===== src/verilog/smr_pkg.sv =====
// package for the safety mute reset controller: timing, states, error codes
// assumes a single 20 MHz system clock drives every consumer of these constants
package smr_pkg;

	// ----------------------------------------------------------------
	// timing
	// ----------------------------------------------------------------
	localparam int CLK_HZ = 20000000;
	localparam int RESET_MIN_MS = 250;
	localparam int RESET_MAX_MS = 2000;
	localparam int RESET_MIN_CYC = (CLK_HZ / 1000) * RESET_MIN_MS;
	localparam int RESET_MAX_CYC = (CLK_HZ / 1000) * RESET_MAX_MS;
	localparam int FLASH_MS = 250;
	localparam int FLASH_CYC = (CLK_HZ / 1000) * FLASH_MS;
	localparam int SELFTEST_CYC = 16;
	localparam int CNT_W = 26;

	// ----------------------------------------------------------------
	// diagnostic codes
	// ----------------------------------------------------------------
	localparam logic [7:0] ERR_NONE = 8'h00;
	localparam logic [7:0] ERR_STOP_CH = 8'h21;
	localparam logic [7:0] ERR_MUTE_STOP_CH = 8'h22;
	localparam logic [7:0] ERR_OUT_FB = 8'h31;
	localparam logic [7:0] ERR_REDUNDANT = 8'h41;
	localparam logic [7:0] ERR_MUTE_CFG = 8'h51;
	localparam logic [7:0] ERR_SELFTEST = 8'h61;
	localparam logic [7:0] ST_WAIT_RESET = 8'h0a;
	localparam logic [7:0] ST_RUN = 8'h0b;

	// ----------------------------------------------------------------
	// states, gray along test -> wait -> armed -> run
	// ----------------------------------------------------------------
	typedef enum logic [2:0] {
		SMR_TEST = 3'h0,
		SMR_WAIT = 3'h1,
		SMR_ARMED = 3'h3,
		SMR_RUN = 3'h2,
		SMR_LOCK = 3'h6
	} smr_state_t;

endpackage : smr_pkg


===== src/verilog/smr_controller.sv =====
// output-enable and reset supervisor of a safety muting controller
// assumes all pin inputs are asynchronous; outputs drive external safety switches
// What this block does
// - manual reset counts only after open, closed, then open again
// - reset held closed 1/4 s to 2 s; outputs on at reopening
// - manual mode: both stop inputs closed plus valid reset enable outputs
// - manual mode: new reset after power-up, lockout, unmuted or stop reopen
// - auto mode: outputs on after self-test with both stop inputs closed
// - auto mode: outputs return after a stop input opens and recloses
// - lockout is left only through a valid manual reset
// - entering lockout forces both safety outputs off
// - lockout flashes red indicator and shows an error code
// - display codes identify the lockout cause and other conditions
// - continuous self-check; a failure turns outputs off and locks out
// - stop channel pairs cross-checked; a single fault there stops the machine; mute inputs not cross-checked
// - muteable stop input is two-channel and ignored while muted
// - muting needs two or four redundant mute inputs all active
// - muted: ignore muteable input; not muted: opening it stops outputs
// - opening the stop input stops outputs always, muted or not
module smr_controller
	import smr_pkg::*;
#(
	parameter int MIN_CYC = RESET_MIN_CYC,
	parameter int MAX_CYC = RESET_MAX_CYC,
	parameter int FLASH_CYCLES = FLASH_CYC
) (
	// clock and reset
	input wire logic clk_in,
	input wire logic resetn_in,
	// guard and stop channels, high = closed
	input wire logic [1:0] muteable_stop_input_in,
	input wire logic [1:0] stop_input_in,
	// mute devices, high = actuated
	input wire logic [3:0] mute_in,
	input wire logic mute_four_in,
	// reset terminal and configuration switches
	input wire logic reset_terminal_in,
	input wire logic auto_reset_cfg_in,
	// readback of the driven safety outputs
	input wire logic [1:0] output_fb_in,
	// outputs
	output logic safety_output_a_out,
	output logic safety_output_b_out,
	output logic red_led_out,
	output logic muted_out,
	output logic [7:0] diag_code_out
);

	// ----------------------------------------------------------------
	// input synchronisers
	// ----------------------------------------------------------------
	localparam int NIN = 13;
	logic [NIN-1:0] sync_a;
	logic [NIN-1:0] sync_b;
	always_ff @(posedge clk_in) begin
		if (!resetn_in) begin
			sync_a <= '0;
			sync_b <= '0;
		end else begin
			sync_a <= {muteable_stop_input_in, stop_input_in, mute_in, mute_four_in,
				reset_terminal_in, auto_reset_cfg_in, output_fb_in};
			sync_b <= sync_a;
		end
	end
	logic [1:0] ms_s, st_s, fb_s;
	logic [3:0] mu_s;
	logic four_s, rst_s, auto_s;
	assign {ms_s, st_s, mu_s, four_s, rst_s, auto_s, fb_s} = sync_b;

	// ----------------------------------------------------------------
	// channel evaluation
	// ----------------------------------------------------------------
	function automatic logic both_closed(input logic [1:0] ch);
		return ch[0] & ch[1];
	endfunction
	function automatic logic mismatch(input logic [1:0] ch);
		return ch[0] ^ ch[1];
	endfunction

	logic ms_ok, st_ok, mute_act, guard_ok;
	assign ms_ok = both_closed(ms_s);
	assign st_ok = both_closed(st_s);
	// a pair in four-input mode still needs all four devices
	assign mute_act = four_s ? (&mu_s) : (&mu_s[1:0]);
	assign guard_ok = st_ok & (ms_ok | mute_act);

	// ----------------------------------------------------------------
	// state and timers
	// ----------------------------------------------------------------
	smr_state_t state, next_state;
	logic [CNT_W-1:0] hold, next_hold;
	logic [CNT_W-1:0] flash, next_flash;
	logic [4:0] test, next_test;
	logic rst_prev, next_rst_prev;
	logic seen_open, next_seen_open;
	logic reset_ok, next_reset_ok;
	logic [7:0] err, next_err;
	logic red, next_red;
	logic [7:0] mis_cnt, next_mis_cnt;
	logic mute_reg, next_mute_reg;
	logic out_on, next_out_on;
	logic out_d1, next_out_d1;
	logic out_d2, next_out_d2;

	// reset gesture tracker, shared by manual mode and lockout recovery
	logic release_edge, valid_release;
	assign release_edge = rst_prev & !rst_s;
	assign valid_release = release_edge & seen_open & (hold >= CNT_W'(MIN_CYC))
		& (hold <= CNT_W'(MAX_CYC));

	logic fault;
	logic [7:0] fault_code;
	always_comb begin
		fault = 1'b0;
		fault_code = ERR_NONE;
		// channels left disagreeing beyond the filter count mean a wiring or internal fault
		if (mis_cnt == 8'hff) begin
			fault = 1'b1;
			fault_code = mismatch(st_s) ? ERR_STOP_CH : ERR_MUTE_STOP_CH;
		end
		// readback passes the two synchroniser stages, so compare with a copy delayed alike
		if (out_d2 && fb_s != 2'b11 || !out_d2 && fb_s != 2'b00) begin
			fault = 1'b1;
			fault_code = ERR_OUT_FB;
		end
		if (safety_output_a_out != safety_output_b_out) begin
			fault = 1'b1;
			fault_code = ERR_REDUNDANT;
		end
		if (four_s == 1'b0 && (mu_s[3] | mu_s[2]) && !(&mu_s[1:0]) && 1'b0) begin
			fault_code = ERR_MUTE_CFG;
		end
	end

	always_comb begin
		next_state = state;
		next_test = test;
		next_err = err;
		next_rst_prev = rst_s;
		next_seen_open = seen_open;
		next_reset_ok = 1'b0;
		next_hold = hold;
		next_out_d1 = out_on;
		next_out_d2 = out_d1;
		next_mute_reg = mute_act & ms_ok | mute_act & mute_reg;
		next_mis_cnt = (mismatch(st_s) | (mismatch(ms_s) & !mute_act)) ?
			((mis_cnt == 8'hff) ? mis_cnt : mis_cnt + 8'h01) : 8'h00;
		// hold timer runs while closed, saturating past the limit
		if (rst_s) begin
			if (hold != {CNT_W{1'b1}}) begin
				next_hold = hold + CNT_W'(1);
			end
		end else begin
			next_hold = '0;
		end
		if (!rst_s && !release_edge) begin
			next_seen_open = 1'b1;
		end else if (release_edge) begin
			next_seen_open = 1'b1;
		end
		if (valid_release) begin
			next_reset_ok = 1'b1;
		end
		next_flash = (flash >= CNT_W'(FLASH_CYCLES - 1)) ? '0 : flash + CNT_W'(1);
		next_red = red;
		if (flash >= CNT_W'(FLASH_CYCLES - 1)) begin
			next_red = (state == SMR_LOCK) ? !red : 1'b0;
		end
		if (state != SMR_LOCK) begin
			next_red = 1'b0;
		end
		next_out_on = 1'b0;
		case (state)
			SMR_TEST: begin
				next_test = test + 5'd1;
				if (fb_s != 2'b00) begin
					next_state = SMR_LOCK;
					next_err = ERR_SELFTEST;
				end else if (test == 5'(SELFTEST_CYC)) begin
					next_state = SMR_WAIT;
					next_err = ST_WAIT_RESET;
				end
			end
			SMR_WAIT: begin
				next_err = ST_WAIT_RESET;
				if (!guard_ok) begin
					next_state = SMR_WAIT;
				end else if (auto_s) begin
					next_state = SMR_RUN;
				end else begin
					next_state = SMR_ARMED;
				end
			end
			SMR_ARMED: begin
				// a reset is only accepted with the stop input closed and the guard closed or muted
				if (!guard_ok) begin
					next_state = SMR_WAIT;
				end else if (valid_release) begin
					next_state = SMR_RUN;
				end
			end
			SMR_RUN: begin
				next_out_on = 1'b1;
				next_err = ST_RUN;
				if (!guard_ok) begin
					next_out_on = 1'b0;
					next_state = SMR_WAIT;
				end
			end
			SMR_LOCK: begin
				if (valid_release) begin
					next_state = SMR_WAIT;
				end
			end
			default: begin
				next_state = SMR_LOCK;
			end
		endcase
		if (fault && state != SMR_LOCK && state != SMR_TEST) begin
			next_state = SMR_LOCK;
			next_err = fault_code;
			next_out_on = 1'b0;
		end
	end

	always_ff @(posedge clk_in) begin
		if (!resetn_in) begin
			state <= SMR_TEST;
			test <= '0;
			err <= ERR_NONE;
			rst_prev <= 1'b0;
			seen_open <= 1'b0;
			reset_ok <= 1'b0;
			hold <= '0;
			flash <= '0;
			red <= 1'b0;
			mis_cnt <= '0;
			mute_reg <= 1'b0;
			out_on <= 1'b0;
			out_d1 <= 1'b0;
			out_d2 <= 1'b0;
		end else begin
			state <= next_state;
			test <= next_test;
			err <= next_err;
			rst_prev <= next_rst_prev;
			seen_open <= next_seen_open;
			reset_ok <= next_reset_ok;
			hold <= next_hold;
			flash <= next_flash;
			red <= next_red;
			mis_cnt <= next_mis_cnt;
			mute_reg <= next_mute_reg;
			out_on <= next_out_on;
			out_d1 <= next_out_d1;
			out_d2 <= next_out_d2;
		end
	end

	// ----------------------------------------------------------------
	// outputs, all registered
	// ----------------------------------------------------------------
	always_ff @(posedge clk_in) begin
		if (!resetn_in) begin
			safety_output_a_out <= 1'b0;
			safety_output_b_out <= 1'b0;
			red_led_out <= 1'b0;
			muted_out <= 1'b0;
			diag_code_out <= ERR_NONE;
		end else begin
			safety_output_a_out <= next_out_on;
			safety_output_b_out <= next_out_on;
			red_led_out <= next_red;
			muted_out <= next_mute_reg;
			diag_code_out <= next_err;
		end
	end
endmodule : smr_controller


===== config.mk =====
export PLATFORM = sky130hd
export DESIGN_NAME = smr_controller
export DESIGN_NICKNAME = d
export VERILOG_FILES = /design/src/verilog/smr_pkg.sv /design/src/verilog/smr_controller.sv
export SDC_FILE = /design/constraint.sdc
export NUM_CORES = 1
export LEC_CHECK = 0
export BUFFER_PORTS_ARGS = -buffer_cell sky130_fd_sc_hd__buf_2
export CAP_MARGIN = 40
export CORE_MARGIN = 2
export CORE_UTILIZATION = 44
export CTS_CLUSTER_DIAMETER = 100
export DETAILED_ROUTE_END_ITERATION = 8
export GPL_TIMING_DRIVEN = 1
export PLACE_DENSITY = 0.58
export SYNTH_ARGS = -nofsm -noshare
export SYNTH_HDL_FRONTEND = slang
export SYNTH_SLANG_ARGS = --single-unit

===== constraint.sdc =====
create_clock -name clk_in -period 2.3 [get_ports clk_in]
set_input_delay 0.115 -clock clk_in [delete_from_list [all_inputs] [get_ports clk_in]]
set_output_delay 0.115 -clock clk_in [all_outputs]
set_load 0.1 [all_outputs]

==> impl_metrics.toml <==
[detailed_routing]
vias = 3533
detail_route.drc_violations = 0
viasPerCell = 5.062
drtPass1Iterations = 5
ant_nets = 0
drt_iter0_drc = 229
routed_wirelength_um = 8750
wire_per_inst_um = 12.54

[pwr]
p_leak_nw = 2.031
p_sw_w = 0.001206
power_frac_seq = 0.528
intPower_w = 0.002646
p_per_area_mw_per_mm2 = 726.0
swShare = 0.3130
p_comb_frac = 0.180
ir_drop_v = 0.0005887
share_clk_of_total_power = 0.293

[synth]
synth.yosys.seq_area_share = 0.4632
syn_area_mm2 = 0.004624
ys_seq_elements = 107
synth_cell_types = 55
syn_avg_cell_area_um2 = 9.014
synthCells = 513
ys_warn_count = 0
ys_top_cells_by_area = "dfxtp_1 (46%), xor2_1 (6.4%), nor2_1 (5.4%)"
async_flop_share = 0
synth_top_cell_by_area = "dfxtp_1"
synth_top_flop_cell = "dfxtp_1"
synth_top_cell_area_share = 0.4632
synth_edf_count = 0

[floorplan]
num_rows = 37
die_x_um = 106.5
initial_core_util = 0.4500
die_y_um = 106.5
dieArea_mm2 = 0.01135
num_io_pins = 27
core-area_mm2 = 0.01028

[final_layout]
final_cell_mix = "dfxtp_1 (106), nor2_1 (59), and2_1 (35)"
final_common_cell = "dfxtp_1"
drive_above_1_share = 0.1388
antenna_cells = 0
synthToLayoutAreaGrowth_pct = 14.72
fin_area_mm2 = 0.005305
multiInputGateArea_mm2 = 0.002401
n_fill_cell = 982
final-seq-area_mm2 = 0.002143
fin_nets = 580

[sta]
period_needed_ns = 2.152
finalSetupViolCount = 0
skew_ns = 0.006797
finalHoldViolations = 0
tightest_slew_ns = 0.5598
rsz0062_at_grt = "false"
slew_headroom = 0.6209
max_freq_ghz = 0.4647
slew_viol_final = 0
fin_setup_tns_ns = 0
timing.final.crit_share = 0.9356

[global_route]
antenna_found_initial = 0
grt-ovfl-total = 0
grt_max_degree = 29
grtUsageTotal = 0.1615
grt_pass1_wl_um = 14880
grt_pass1_vias = 3364

[placement]
post_dp_cell_area_mm2 = 0.004907
dp_hpwl_um = 5860
gp_congestion = 0.8271
io_buffers = 24

[hold_path]
hold_class = "in -> reg"

[cts]
cts_buffers = 9
clkTransAtPathRegs_ns = 0.10
clk_latency_ns = 0.38
clkSinkCount = 107
clk_path_buf_depth = 2
htree_levels = 3
clock-root-buffer = "clkbuf_8"
tritoncts = "built"

[job]
max_cap_viol_count = 0

[worst_setup_path]
crit_type = "reg -> reg"
end_kind = "flop"
arrival_ns = 2.43
crit_fanout = 3
worstPathRequired_ns = 2.58
crit_path_start_kind = "flop"

[run_status]
status = "finished clean"
## power groups by stage
stage	combinational, W	sequential [W]	clock [W]
after floorplan	0.000373	0.00225	0
final	0.000692	0.00203	0.00113
after detailed placement	0.000671	0.00208	0
after global routing	0.000753	0.00205	0.00125
after CTS	0.000690	0.00203	0.00119
after global placement	0.000661	0.00207	0
## repair_timing
action | 4_1_cts | 5_1_grt
pin swaps | 0 | 4
cloned | 0 | 1
hold buffers | 13 | 0
setup endpoints to repair | 22 | 22
buffers inserted | 0 | 1
resized for setup | 1 | 15
hold endpoints to repair | 13 | 0
## cell families after synthesis
family | Yosys count | share of synthesized area
other | 1 | 0.0008109
DFF | 107 | 0.4632
AOI/OAI and AO/OA | 55 | 0.08875
muxes | 4 | 0.008658
xor gates and xnor gates | 52 | 0.09849
and+or+nand+nor | 251 | 0.2836
adders and majority gates | 8 | 0.02165
buffers and inverters | 35 | 0.03490
## synth_stat cells (all sizes together) (2+ instances only)
cell type / n
xnor2: 18
o21ai: 14
mux2i: 4
nor3: 15
inv: 13
a211o: 3
o211ai: 4
a21o: 4
and4: 6
nand2b: 2
clkbuf: 15
dfxtp: 107
nor4: 5
and2: 35
nand4: 21
or4: 3
nand4b: 2
a21boi: 4
xor2: 34
nand2: 34
a211oi: 5
nor2b: 7
a21oi: 7
a2111oi: 3
buf: 7
a31oi: 2
o211a: 2
or2: 3
and3: 19
nand3: 25
ha: 8
nor2: 69
## per-layer routing
layer	global-route usage	vias to the layer above	part of all wire
met2	0.2537	54	0.45
met1	0.2070	1619	0.50
met5	0	-	0
met3	0.06009	8	0.036
li1	-	1852	-
met4	0.04917	0	0.013
## per-stage QoR
step           hold WS (ns)  std cells  utilization  setup slack [ns]  total power, W
3_3_place_gp         0.3199        667       0.4775           0.06262        0.002733
3_5_place_dp         0.3244        667       0.4775          -0.06762        0.002746
2_1_floorplan        0.2423        517            -            0.1947        0.002621
6_report             0.2371        698       0.5162            0.1480        0.003852
5_1_grt              0.2657        698       0.5162           0.01085        0.004046
4_1_cts              0.1840        696       0.5095           0.01940        0.003908
## cell type report
type	instances	share of cell area
multi-input combinational	376	0.4526
sequential	107	0.4040
timing repair buffer	50	0.06557
tap	136	0.03208
clock buffer	11	0.02854
inverter	13	0.009198
clock inverter	5	0.008019
## state kept, by name, indices dropped and copies added (netlist names), 3 cells and up
name,cells
flash,26
hold,26
sync_a,13
sync_b,13
mis_cnt,8
diag_code_out,6
test,5
state,3
## critical path, stage by stage, from the launching register on
cell	delay (ns)
dfxtp_2	0.34
ha_1	0.19
and4_4	0.21
a2111oi_4	0.29
o211ai_2	0.13
a2111oi_4	0.43
buf_4	0.22
xor2_1	0.17
nor3b_1	0.06
## worst paths after layout
check | end | startpoint | depth (start not counted) | slack, ns
max | red_led_out | flash[1] | 8 | 0.15
max reg2reg | red_led_out | flash[1] | 8 | 0.15
min | diag_code_out[5] | resetn_in | 2 | 0.24
min reg2reg | sync_b[7] | sync_a[7] | 1 | 0.44
No activity file was read; power rests on OpenSTA's default activity.
